--- config.mk ---
export PLATFORM = sky130hd
export DESIGN_NAME = ccr_bank
export DESIGN_NICKNAME = d
export VERILOG_FILES = /design/src/rtl/ccr_pkg.sv /design/src/rtl/ccr_bank.sv
export SDC_FILE = /design/constraint.sdc
export NUM_CORES = 1
export LEC_CHECK = 0
export BUFFER_PORTS_ARGS = -buffer_cell sky130_fd_sc_hd__buf_2
export CAP_MARGIN = 20
export CORE_ASPECT_RATIO = 1.2
export CORE_MARGIN = 2
export CORE_UTILIZATION = 40
export CTS_BUF_LIST = sky130_fd_sc_hd__clkbuf_4 sky130_fd_sc_hd__clkbuf_8
export CTS_CLUSTER_DIAMETER = 60
export DETAILED_ROUTE_END_ITERATION = 7
export GPL_ROUTABILITY_DRIVEN = 0
export PLACE_DENSITY_LB_ADDON = 0.2
export SLEW_MARGIN = 20
export SYNTH_ARGS = -nofsm -noshare
export SYNTH_HDL_FRONTEND = slang
export SYNTH_SLANG_ARGS = --single-unit
--- constraint.sdc ---
create_clock -name sys_clk -period 5.5 [get_ports sys_clk]
set_clock_uncertainty 0.1 [all_clocks]
set_input_delay 0.825 -clock sys_clk [delete_from_list [all_inputs] [get_ports sys_clk]]
set_output_delay 0.825 -clock sys_clk [all_outputs]
set_load 0.01 [all_outputs]
--- src/rtl/ccr_pkg.sv ---
// Shared constants for the charger configuration register bank
package ccr_pkg;
  localparam logic [6:0] CCR_DEV_ADDR      = 7'h4B;
  localparam int         CCR_NUM_REGS      = 6;
  localparam logic [7:0] CCR_MAX_IDX       = 8'h08;
  localparam logic [7:0] CCR_IDX_INSRC     = 8'h00;
  localparam logic [7:0] CCR_IDX_PWRON     = 8'h01;
  localparam logic [7:0] CCR_IDX_CHGCUR    = 8'h02;
  localparam logic [7:0] CCR_IDX_PRETERM   = 8'h03;
  localparam logic [7:0] CCR_IDX_CHGVOLT   = 8'h04;
  localparam logic [7:0] CCR_IDX_TERMTMR   = 8'h05;
  localparam logic [7:0] CCR_RST_INSRC     = 8'h30;
  localparam logic [7:0] CCR_RST_PWRON     = 8'h1B;
  localparam logic [7:0] CCR_RST_CHGCUR    = 8'h21;
  localparam logic [7:0] CCR_RST_PRETERM   = 8'h33;
  localparam logic [7:0] CCR_RST_CHGVOLT   = 8'hC3;
  localparam logic [7:0] CCR_RST_TERMTMR   = 8'h98;
  localparam logic [2:0] CCR_CAP_SDP_LOW   = 3'h0;
  localparam logic [2:0] CCR_CAP_SDP_HIGH  = 3'h2;
  localparam logic [2:0] CCR_CAP_DCP       = 3'h5;
  localparam int         CCR_HIZ_BIT       = 7;
  localparam int         CCR_REGRST_BIT    = 7;
  localparam int         CCR_WDKICK_BIT    = 6;
  localparam int         CCR_WDPER_LSB     = 4;
  localparam logic [1:0] CCR_WDPER_OFF     = 2'h0;
  localparam int         CCR_CLK_PERIOD_NS = 10;
  localparam int         CCR_SEC_NS        = 1000000000;
  localparam int         CCR_SEC_CYC       = CCR_SEC_NS / CCR_CLK_PERIOD_NS;
  localparam int         CCR_WD_BASE_S     = 40;
  localparam logic [3:0] CCR_BYTE_BITS     = 4'h8;
  typedef enum logic [3:0] {
    CCR_ST_IDLE  = 4'b0000,
    CCR_ST_ADDR  = 4'b0001,
    CCR_ST_AACK  = 4'b0010,
    CCR_ST_IDX   = 4'b0011,
    CCR_ST_IACK  = 4'b0100,
    CCR_ST_WDATA = 4'b0101,
    CCR_ST_WACK  = 4'b0110,
    CCR_ST_RDATA = 4'b0111,
    CCR_ST_RACK  = 4'b1000
  } ccr_state_t;
endpackage : ccr_pkg

--- src/rtl/ccr_bank.sv ---
// I2C target with the charger configuration registers and host watchdog
`timescale 1ns/1ps
// Operation
// - Answers as I2C target at seven-bit address 4BH; host uses it always.
// - Undefined register index gets NACK and the target returns to idle.
// - Multi-byte reads and writes over indices 00..08 with auto-increment.
// - Input register bit 7 enables high-impedance input mode; clear after reset.
// - Input voltage field bits 6:3, 3.88V plus 80mV per step, reset 0110.
// - Three-bit input current cap maps 000..111 to 100..3000 mA.
// - Input current cap default follows detected source: SDP 000/010, DCP/CDP 101.
// - Writing 1 to power-on bit 7 restores all registers to defaults.
// - Writing 1 to power-on bit 6 restarts host watchdog; host repeats it.
// - Mode bits 5:4: 00 no charge, 01 charge (reset), 1x OTG boost.
// - Minimum system voltage bits 3:1, 3V plus 0.1V per step.
// - Power-on bit 0 selects headroom 50mV or 100mV; resets to 1.
// - Fast charge current bits 7:2, 512mA plus 64mA per step, reset 001000.
// - Boost output cap bits 1:0, 00 is 500mA, 01 is 1.3A, reset 01.
// - Precharge and termination nibbles, 64mA plus 64mA per step, reset 0011.
// - Charge-full voltage bits 7:2, 3.48V plus 15mV per step, reset 110000.
// - Charge voltage bit 0 selects recharge drop 200mV or 100mV; reset 1.
// - Termination register bit 7 enables termination; register resets to 98H.
// - Termination bit 6 selects when termination is indicated.
// - Watchdog period bits 5:4: off, 40s, 80s, 160s; reset 01.
// - Charge current register reads 21H after power-on or register reset.
module ccr_bank
  import ccr_pkg::*;
#(
  parameter int SEC_CYC = CCR_SEC_CYC
) (
  input  wire logic       sys_clk,
  input  wire logic       rstn,
  input  wire logic       scl_in,
  input  wire logic       sda_in,
  output logic            sda_out,
  output logic            sda_oe,
  input  wire logic [1:0] src_type,
  output logic            hi_impedance_enable,
  output logic [3:0]      input_voltage_code,
  output logic [2:0]      input_current_cap,
  output logic [1:0]      charge_mode,
  output logic [2:0]      sys_min_code,
  output logic            sys_headroom_sel,
  output logic [5:0]      fast_charge_current,
  output logic [1:0]      boost_output_current_cap,
  output logic [3:0]      precharge_current,
  output logic [3:0]      termination_current,
  output logic [5:0]      charge_full_code,
  output logic            precharge_threshold_sel,
  output logic            recharge_drop,
  output logic            termination_enable,
  output logic            termination_indicator_mode,
  output logic [1:0]      watchdog_period,
  output logic            watchdog_expired
);

  if (SEC_CYC < 2) begin : g_sec_chk
    $error("SEC_CYC must be at least 2");
  end

  // Pin synchronisers and glitch filter
  logic [2:0] scl_s_r;
  logic [2:0] sda_s_r;
  logic       scl_f_r;
  logic       sda_f_r;
  always_ff @(posedge sys_clk) begin
    if (!rstn) begin
      scl_s_r <= 3'h7;
      sda_s_r <= 3'h7;
      scl_f_r <= 1'b1;
      sda_f_r <= 1'b1;
    end else begin
      scl_s_r <= {scl_s_r[1:0], scl_in};
      sda_s_r <= {sda_s_r[1:0], sda_in};
      if (scl_s_r[1] == scl_s_r[2]) scl_f_r <= scl_s_r[2];
      if (sda_s_r[1] == sda_s_r[2]) sda_f_r <= sda_s_r[2];
    end
  end

  logic scl_d_r;
  logic sda_d_r;
  always_ff @(posedge sys_clk) begin
    if (!rstn) begin
      scl_d_r <= 1'b1;
      sda_d_r <= 1'b1;
    end else begin
      scl_d_r <= scl_f_r;
      sda_d_r <= sda_f_r;
    end
  end

  wire scl_rise = scl_f_r & ~scl_d_r;
  wire scl_fall = ~scl_f_r & scl_d_r;
  wire bus_start = scl_f_r & scl_d_r & sda_d_r & ~sda_f_r;
  wire bus_stop  = scl_f_r & scl_d_r & ~sda_d_r & sda_f_r;

  // Register storage and defaults
  logic [7:0] regs_r [CCR_NUM_REGS];
  logic [2:0] cap_dflt;
  assign cap_dflt = src_type[1] ? CCR_CAP_DCP :
                    (src_type[0] ? CCR_CAP_SDP_HIGH : CCR_CAP_SDP_LOW);

  ccr_state_t st_r;
  ccr_state_t st_nxt;
  logic [3:0] bit_cnt_r;
  logic [7:0] shift_r;
  logic [7:0] idx_r;
  logic [7:0] tx_r;
  logic       rd_r;
  logic       sda_oe_r;

  wire        byte_done = scl_fall & (bit_cnt_r == CCR_BYTE_BITS);
  wire [7:0]  rx_byte   = shift_r;
  wire        addr_hit  = (rx_byte[7:1] == CCR_DEV_ADDR);
  wire        idx_ok    = (rx_byte <= CCR_MAX_IDX);
  wire        cur_ok    = (idx_r <= CCR_MAX_IDX);
  wire        cur_stored = (idx_r < 8'(CCR_NUM_REGS));
  wire [7:0]  rd_byte   = cur_stored ? regs_r[idx_r[2:0]] : 8'h00;
  wire        wr_en     = (st_r == CCR_ST_WDATA) & byte_done & cur_ok & cur_stored;
  wire        wr_pwron  = wr_en & (idx_r == CCR_IDX_PWRON);
  wire        reg_reset = wr_pwron & rx_byte[CCR_REGRST_BIT];
  wire        wd_kick   = wr_pwron & rx_byte[CCR_WDKICK_BIT];
  wire  [7:0] idx_inc   = idx_r + 8'h01;
  wire  [7:0] regs_next_rd = (idx_inc < 8'(CCR_NUM_REGS)) ? regs_r[idx_inc[2:0]] : 8'h00;

  // Transfer sequencer
  always_comb begin
    st_nxt = st_r;
    case (st_r)
      CCR_ST_IDLE:  st_nxt = CCR_ST_IDLE;
      CCR_ST_ADDR:  if (byte_done) st_nxt = addr_hit ? CCR_ST_AACK : CCR_ST_IDLE;
      CCR_ST_AACK:  if (scl_fall) st_nxt = rd_r ? CCR_ST_RDATA : CCR_ST_IDX;
      CCR_ST_IDX:   if (byte_done) st_nxt = idx_ok ? CCR_ST_IACK : CCR_ST_IDLE;
      CCR_ST_IACK:  if (scl_fall) st_nxt = CCR_ST_WDATA;
      CCR_ST_WDATA: if (byte_done) st_nxt = cur_ok ? CCR_ST_WACK : CCR_ST_IDLE;
      CCR_ST_WACK:  if (scl_fall) st_nxt = CCR_ST_WDATA;
      CCR_ST_RDATA: if (byte_done) st_nxt = CCR_ST_RACK;
      CCR_ST_RACK: begin
        if (scl_rise && sda_f_r) st_nxt = CCR_ST_IDLE;
        else if (scl_fall) st_nxt = CCR_ST_RDATA;
      end
      default:      st_nxt = CCR_ST_IDLE;
    endcase
    if (bus_start) st_nxt = CCR_ST_ADDR;
    else if (bus_stop) st_nxt = CCR_ST_IDLE;
  end

  wire in_rx = (st_r == CCR_ST_ADDR) | (st_r == CCR_ST_IDX) | (st_r == CCR_ST_WDATA);
  wire ack_ok = (st_r == CCR_ST_ADDR) ? addr_hit :
                (st_r == CCR_ST_IDX) ? idx_ok : cur_ok;
  wire in_ack = (st_r == CCR_ST_AACK) | (st_r == CCR_ST_IACK) | (st_r == CCR_ST_WACK);

  always_ff @(posedge sys_clk) begin
    if (!rstn) begin
      st_r      <= CCR_ST_IDLE;
      bit_cnt_r <= 4'h0;
      shift_r   <= 8'h00;
      idx_r     <= 8'h00;
      tx_r      <= 8'h00;
      rd_r      <= 1'b0;
      sda_oe_r  <= 1'b0;
    end else begin
      st_r <= st_nxt;
      if (bus_start || bus_stop) begin
        bit_cnt_r <= 4'h0;
        sda_oe_r  <= 1'b0;
      end else if (in_rx) begin
        if (scl_rise) begin
          shift_r   <= {shift_r[6:0], sda_f_r};
          bit_cnt_r <= bit_cnt_r + 4'h1;
        end
        if (byte_done) begin
          sda_oe_r <= ack_ok;
          if (st_r == CCR_ST_ADDR) rd_r <= rx_byte[0];
          if (st_r == CCR_ST_IDX) idx_r <= rx_byte;
        end
      end else if (in_ack && scl_fall) begin
        bit_cnt_r <= 4'h0;
        if (st_r == CCR_ST_WACK) idx_r <= idx_r + 8'h01;
        if (st_r == CCR_ST_AACK && rd_r) begin
          tx_r     <= rd_byte;
          sda_oe_r <= ~rd_byte[7];
        end else begin
          sda_oe_r <= 1'b0;
        end
      end else if (st_r == CCR_ST_RDATA) begin
        if (scl_rise) bit_cnt_r <= bit_cnt_r + 4'h1;
        if (byte_done) begin
          sda_oe_r <= 1'b0;
        end else if (scl_fall) begin
          tx_r     <= {tx_r[6:0], 1'b0};
          sda_oe_r <= ~tx_r[6];
        end
      end else if (st_r == CCR_ST_RACK && scl_fall) begin
        bit_cnt_r <= 4'h0;
        idx_r     <= idx_r + 8'h01;
        tx_r      <= regs_next_rd;
        sda_oe_r  <= ~regs_next_rd[7];
      end
    end
  end

  // Register writes and defaults
  always_ff @(posedge sys_clk) begin
    if (!rstn || reg_reset) begin
      regs_r[0] <= {CCR_RST_INSRC[7:3], cap_dflt};
      regs_r[1] <= CCR_RST_PWRON;
      regs_r[2] <= CCR_RST_CHGCUR;
      regs_r[3] <= CCR_RST_PRETERM;
      regs_r[4] <= CCR_RST_CHGVOLT;
      regs_r[5] <= CCR_RST_TERMTMR;
    end else if (wr_en) begin
      if (idx_r == CCR_IDX_PWRON) begin
        regs_r[1] <= {2'b00, rx_byte[5:0]};
      end else begin
        regs_r[idx_r[2:0]] <= rx_byte;
      end
    end
  end

  // Host watchdog
  logic [31:0] sec_cnt_r;
  logic [7:0]  wd_sec_r;
  logic        wd_exp_r;
  wire  [1:0]  wd_sel    = regs_r[5][CCR_WDPER_LSB +: 2];
  wire         wd_off    = (wd_sel == CCR_WDPER_OFF);
  wire  [7:0]  wd_limit  = 8'(CCR_WD_BASE_S) << (wd_sel - 2'h1);
  wire         sec_tick  = (sec_cnt_r == 32'(SEC_CYC - 1));
  wire         wd_hit    = ~wd_off & sec_tick & (wd_sec_r + 8'h01 >= wd_limit);
  always_ff @(posedge sys_clk) begin
    if (!rstn) begin
      sec_cnt_r <= 32'h0;
      wd_sec_r  <= 8'h00;
      wd_exp_r  <= 1'b0;
    end else begin
      if (wd_kick || wd_off || reg_reset || wd_hit) begin
        sec_cnt_r <= 32'h0;
        wd_sec_r  <= 8'h00;
      end else if (sec_tick) begin
        sec_cnt_r <= 32'h0;
        wd_sec_r  <= wd_sec_r + 8'h01;
      end else begin
        sec_cnt_r <= sec_cnt_r + 32'h1;
      end
      if (wd_hit) wd_exp_r <= 1'b1;
      else if (wd_kick) wd_exp_r <= 1'b0;
    end
  end

  // Outputs
  assign sda_out                    = 1'b0;
  assign sda_oe                     = sda_oe_r;
  assign hi_impedance_enable        = regs_r[0][CCR_HIZ_BIT];
  assign input_voltage_code         = regs_r[0][6:3];
  assign input_current_cap          = regs_r[0][2:0];
  assign charge_mode                = regs_r[1][5:4];
  assign sys_min_code               = regs_r[1][3:1];
  assign sys_headroom_sel           = regs_r[1][0];
  assign fast_charge_current        = regs_r[2][7:2];
  assign boost_output_current_cap   = regs_r[2][1:0];
  assign precharge_current          = regs_r[3][7:4];
  assign termination_current        = regs_r[3][3:0];
  assign charge_full_code           = regs_r[4][7:2];
  assign precharge_threshold_sel    = regs_r[4][1];
  assign recharge_drop              = regs_r[4][0];
  assign termination_enable         = regs_r[5][7];
  assign termination_indicator_mode = regs_r[5][6];
  assign watchdog_period            = regs_r[5][5:4];
  assign watchdog_expired           = wd_exp_r;

  // Checks
  addr_ack_a: assert property (@(posedge sys_clk) disable iff (!rstn)
    (st_r == CCR_ST_ADDR && byte_done && addr_hit && !bus_start && !bus_stop)
      |=> (sda_oe && st_r == CCR_ST_AACK))
    else $error("address match not acknowledged");
  bad_idx_nack_a: assert property (@(posedge sys_clk) disable iff (!rstn)
    (st_r == CCR_ST_IDX && byte_done && !idx_ok && !bus_start && !bus_stop)
      |=> (!sda_oe && st_r == CCR_ST_IDLE))
    else $error("undefined index not refused");
  idx_step_a: assert property (@(posedge sys_clk) disable iff (!rstn)
    (st_r == CCR_ST_WACK && scl_fall && !bus_start && !bus_stop)
      |=> (idx_r == $past(idx_r) + 8'h01))
    else $error("index did not advance");
  hiz_reset_a: assert property (@(posedge sys_clk)
    !rstn |=> (!hi_impedance_enable && input_voltage_code == CCR_RST_INSRC[6:3]))
    else $error("input register reset wrong");
  cap_dflt_a: assert property (@(posedge sys_clk)
    (!rstn && src_type[1]) |=> (input_current_cap == CCR_CAP_DCP))
    else $error("source default cap wrong");
  reg_restore_a: assert property (@(posedge sys_clk) disable iff (!rstn)
    reg_reset |=> (regs_r[2] == CCR_RST_CHGCUR && regs_r[5] == CCR_RST_TERMTMR))
    else $error("register reset did not restore defaults");
  wd_restart_a: assert property (@(posedge sys_clk) disable iff (!rstn)
    (wd_kick && !wd_hit) |=> (sec_cnt_r == 32'h0 && wd_sec_r == 8'h00 && !watchdog_expired))
    else $error("watchdog not restarted");
  wd_off_a: assert property (@(posedge sys_clk) disable iff (!rstn)
    (wd_off && !watchdog_expired) |=> !watchdog_expired)
    else $error("disabled watchdog expired");
  self_clear_a: assert property (@(posedge sys_clk) disable iff (!rstn)
    $past(wr_pwron) |-> (regs_r[1][7:6] == 2'b00))
    else $error("control bits did not self clear");
  foreign_addr_a: assert property (@(posedge sys_clk) disable iff (!rstn)
    (st_r == CCR_ST_ADDR && byte_done && !addr_hit && !bus_start && !bus_stop)
      |=> (!sda_oe && st_r == CCR_ST_IDLE))
    else $error("foreign address acknowledged");
  stop_idle_a: assert property (@(posedge sys_clk) disable iff (!rstn)
    bus_stop
      |=> (!sda_oe && st_r == CCR_ST_IDLE))
    else $error("stop did not return to idle");
  wr_ack_a: assert property (@(posedge sys_clk) disable iff (!rstn)
    (st_r == CCR_ST_WDATA && byte_done && cur_ok && !bus_start && !bus_stop)
      |=> (sda_oe && st_r == CCR_ST_WACK))
    else $error("write byte not acknowledged");
  wr_nack_a: assert property (@(posedge sys_clk) disable iff (!rstn)
    (st_r == CCR_ST_WDATA && byte_done && !cur_ok && !bus_start && !bus_stop)
      |=> (!sda_oe && st_r == CCR_ST_IDLE))
    else $error("write past last index not refused");
  rd_release_a: assert property (@(posedge sys_clk) disable iff (!rstn)
    (st_r == CCR_ST_RDATA && byte_done && !bus_start && !bus_stop)
      |=> (!sda_oe && st_r == CCR_ST_RACK))
    else $error("read byte not released for host answer");
  rd_nack_a: assert property (@(posedge sys_clk) disable iff (!rstn)
    (st_r == CCR_ST_RACK && scl_rise && sda_f_r && !bus_start && !bus_stop)
      |=> (st_r == CCR_ST_IDLE))
    else $error("host refusal did not end the read");
  insrc_write_a: assert property (@(posedge sys_clk) disable iff (!rstn)
    (wr_en && idx_r == CCR_IDX_INSRC)
      |=> (hi_impedance_enable == $past(rx_byte[CCR_HIZ_BIT])))
    else $error("input register write did not land");
  chgcur_write_a: assert property (@(posedge sys_clk) disable iff (!rstn)
    (wr_en && idx_r == CCR_IDX_CHGCUR)
      |=> (fast_charge_current == $past(rx_byte[7:2])))
    else $error("charge current write did not land");
  pwron_write_a: assert property (@(posedge sys_clk) disable iff (!rstn)
    (wr_pwron && !reg_reset)
      |=> (regs_r[1] == {2'b00, $past(rx_byte[5:0])}))
    else $error("power-on register write wrong");
  wd_expire_a: assert property (@(posedge sys_clk) disable iff (!rstn)
    wd_hit
      |=> watchdog_expired)
    else $error("watchdog expiry not flagged");
  wd_sticky_a: assert property (@(posedge sys_clk) disable iff (!rstn)
    (watchdog_expired && !wd_kick)
      |=> watchdog_expired)
    else $error("expiry flag dropped without restart");
  wd_hold_a: assert property (@(posedge sys_clk) disable iff (!rstn)
    wd_off
      |=> (wd_sec_r == 8'h00 && sec_cnt_r == 32'h0))
    else $error("disabled watchdog kept counting");

endmodule : ccr_bank

==> out/qor.yml <==
ys_seq_elements: 151
ys_top_cells_by_area: "edfxtp_1, dfxtp_1, mux4_2"
synth.avg_cell_area_um2: 10.28
multi_input_area_mm2: 0.004006
p_switching_uw: 545.1
min_period_ns: 3.446
worstPathRequired_ns: 5.79
yosys-top-cells-count: "nor2_1, dfxtp_1, nand2_1, edfxtp_1, mux4_2"
rsz0062_at_grt: "false"
grt_pass1_vias: 5672
final.setup.tns_ns: 0
antennaDiodeCount: 0
chipWidth_um: 132.7
max_stage_delay_ns: 0.91
endpoint_kind: "flop"
cp_max_fo: 30
antenna_found_initial: 0
fin_cells: 1086
worst_slack_ns: 2.054
ir_worst_vdd_mv: 0.1582
drt_iter0_drc: 458
synth.largest_area_cell: "edfxtp_1"
start_kind: "flop"
core_mm2: 0.01955
htree_levels: 4
cap_violations: 0
clk_latency_ns: 0.46
die_y_um: 158.4
io_pins: 51
synth_warnings: 0
maxSlewViolCount: 0
synth_top_cell_area_share_pct: 24.19
clock_sinks: 151
clockPowerShare_pct: 40.0
hp-class: "flop to flop"
finalInstanceArea_mm2: 0.008795
die_area_mm2: 0.02101
dp.cells: 1054
syn2layout_area_growth_pct: 10.68
pre_cts_ws_ns: 2.117
seq_area_mm2: 0.003665
p_per_area_mw_per_mm2: 260.6
grt_pass1_wl_mm: 31.22
setup_viol: 0
synthFlopType: "dfxtp_1"
clk_pin_slew_ns: 0.09
pwr-share-comb_pct: 5.9
path_class: "flop to flop"
hpwl_mm: 13.50
wl_mm: 19.52
drtAntennaViolNets: 0
num_rows: 56
cts-buffers-inserted: 17
grt_overflow: 0
synthCells: 773
power.leakage_uw: 0.003137
fmax_mhz: 290.2
dr.pass1.iters: 5
cts-root-buf: "clkbuf_8"
synth-edff-count: 64
dpl_cell_area_mm2: 0.008364
cts_tree: "built"
hold_violations: 0
track_usage_pct: 19.14
swShare_pct: 23.78
num-fill-cells: 1896
fin_crit_sh_pct: 62.65
synth-async-reset-ratio_pct: 0
io_buffers: 49
status: "finished, final reports clean"
post_cts_buffers: 0
grt_max_degree: 43
yosys.cell_types.count: 73
drive_above_1_share_pct: 17.70
nets: 831
synth_most_common_cell: "nor2_1"
postCtsHoldBufs: 0
cts_buffer_depth: 2
crit_arrival_ns: 3.74
cts_resized: 0
crit_path_top_delay_cell: "dfxtp_2"
wl_per_cell_um: 17.98
vias: 5933
cp_cell_sequence: "inv_1, ha_1, a22oi_1, o2111ai_1, or3_1, a31oi_1"
seqPwrFrac_pct: 54.1
drc_errors: 0
synthesis.area_mm2: 0.007946
intPower_uw: 1747
max_slew_margin_pct: 28.46
viasPerCell: 5.463
tightest_slew_ns: 1.063
ys_seq_area_share_pct: 46.10
initial_core_util_pct: 40.65
per-layer routing:
| layer | routed length, um | part of all wire [%] | track usage, % |
|---|---|---|---|
| met5 | 0 | 0 | 0 |
| met4 | 311 | 1.6 | 5.837 |
| met3 | 879 | 4.5 | 3.566 |
| met2 | 9816 | 50 | 33.33 |
| met1 | 8516 | 44 | 24.29 |
final timing paths:
check / from / to / slack [ns] / depth (start not counted)
worst max-delay path: idx_r[0] / tx_r[6] / 2.05 / 6
worst min-delay path: sda_s_r[0] / sda_s_r[1] / 0.31 / 1
worst max register to register: idx_r[0] / tx_r[6] / 2.05 / 6
worst min register to register: sda_s_r[0] / sda_s_r[1] / 0.31 / 1
state kept, by name, summed over array words and instances, names as in the netlist, named ones only:
signal and count:
rd_r 1, bit_cnt_r 4, regs_r 64, tx_r 7, scl_d_r 1, sda_oe 1
sda_d_r 1, scl_s_r 3, st_r 4, scl_f_r 1, watchdog_expired 1, idx_r 8
sec_cnt_r 32, sda_s_r 3, wd_sec_r 8, rx_byte 8, sda_f_r 1
kinds of logic after synthesis:
| kind of cell | after synthesis | synth area share (%) |
|---|---|---|
| flip-flops | 151 | 46.10 |
| other | 1 | 0.04719 |
| AND/OR/NAND/NOR | 320 | 20.77 |
| buffers and inverters | 74 | 4.314 |
| multiplexers | 55 | 12.01 |
| XOR/XNOR | 45 | 5.054 |
| adder cells (fa/ha/maj) | 13 | 2.047 |
| AO/OA/AOI/OAI | 114 | 9.652 |
critical path, delay by kind of cell (launching register included):
kind            cells  cell delay [ns]
flops               1             0.91
buf+inv             1             0.23
simple gates        1             0.51
fa+ha+maj           1             0.71
compound gates      3             0.93
placed cells by master (no fill, tap or decap), types with 19 or more instances in the layout:
cell type	synthesis	routed
buf_2	13	49
nand3_1	26	26
mux2i_1	20	20
dfxtp_1	87	86
nor2_1	90	90
inv_1	22	22
mux4_2	32	32
a21oi_1	26	26
nor3_1	21	21
o21ai_0	26	26
nand2_1	76	76
nand2b_1	19	19
edfxtp_1	64	64
xor2_1	29	29
cell type report:
type                    instances  area share (%)
well taps                     261           3.713
inverters                      24           1.024
multi-input cells             564           45.55
repair buffers                 54           3.215
clock inverters                10           1.665
clock buffers                  22           3.158
flip-flops and latches        151           41.67
power by group through the flow:
stage          combinational (uW)  clock [uW]  sequential, uW
6_report                      135         917            1240
5_1_grt                       150         980            1250
4_1_cts                       136         940            1240
3_5_place_dp                  135           0            1260
3_3_place_gp                  135           0            1260
2_1_floorplan                 110           0            1240
stage by stage:
| stage | total power, uW | hold WS [ns] | util (%) |
|---|---|---|---|
| final | 2292 | 0.3097 | 44.99 |
| after global routing | 2377 | 0.3225 | 44.99 |
| after CTS | 2315 | 0.3118 | 44.96 |
| after detailed placement | 1400 | 0.2917 | 42.79 |
| after global placement | 1400 | 0.2903 | 42.79 |
| after floorplan | 1354 | 0.2863 | - |
No activity file was read; power rests on OpenSTA's default activity.
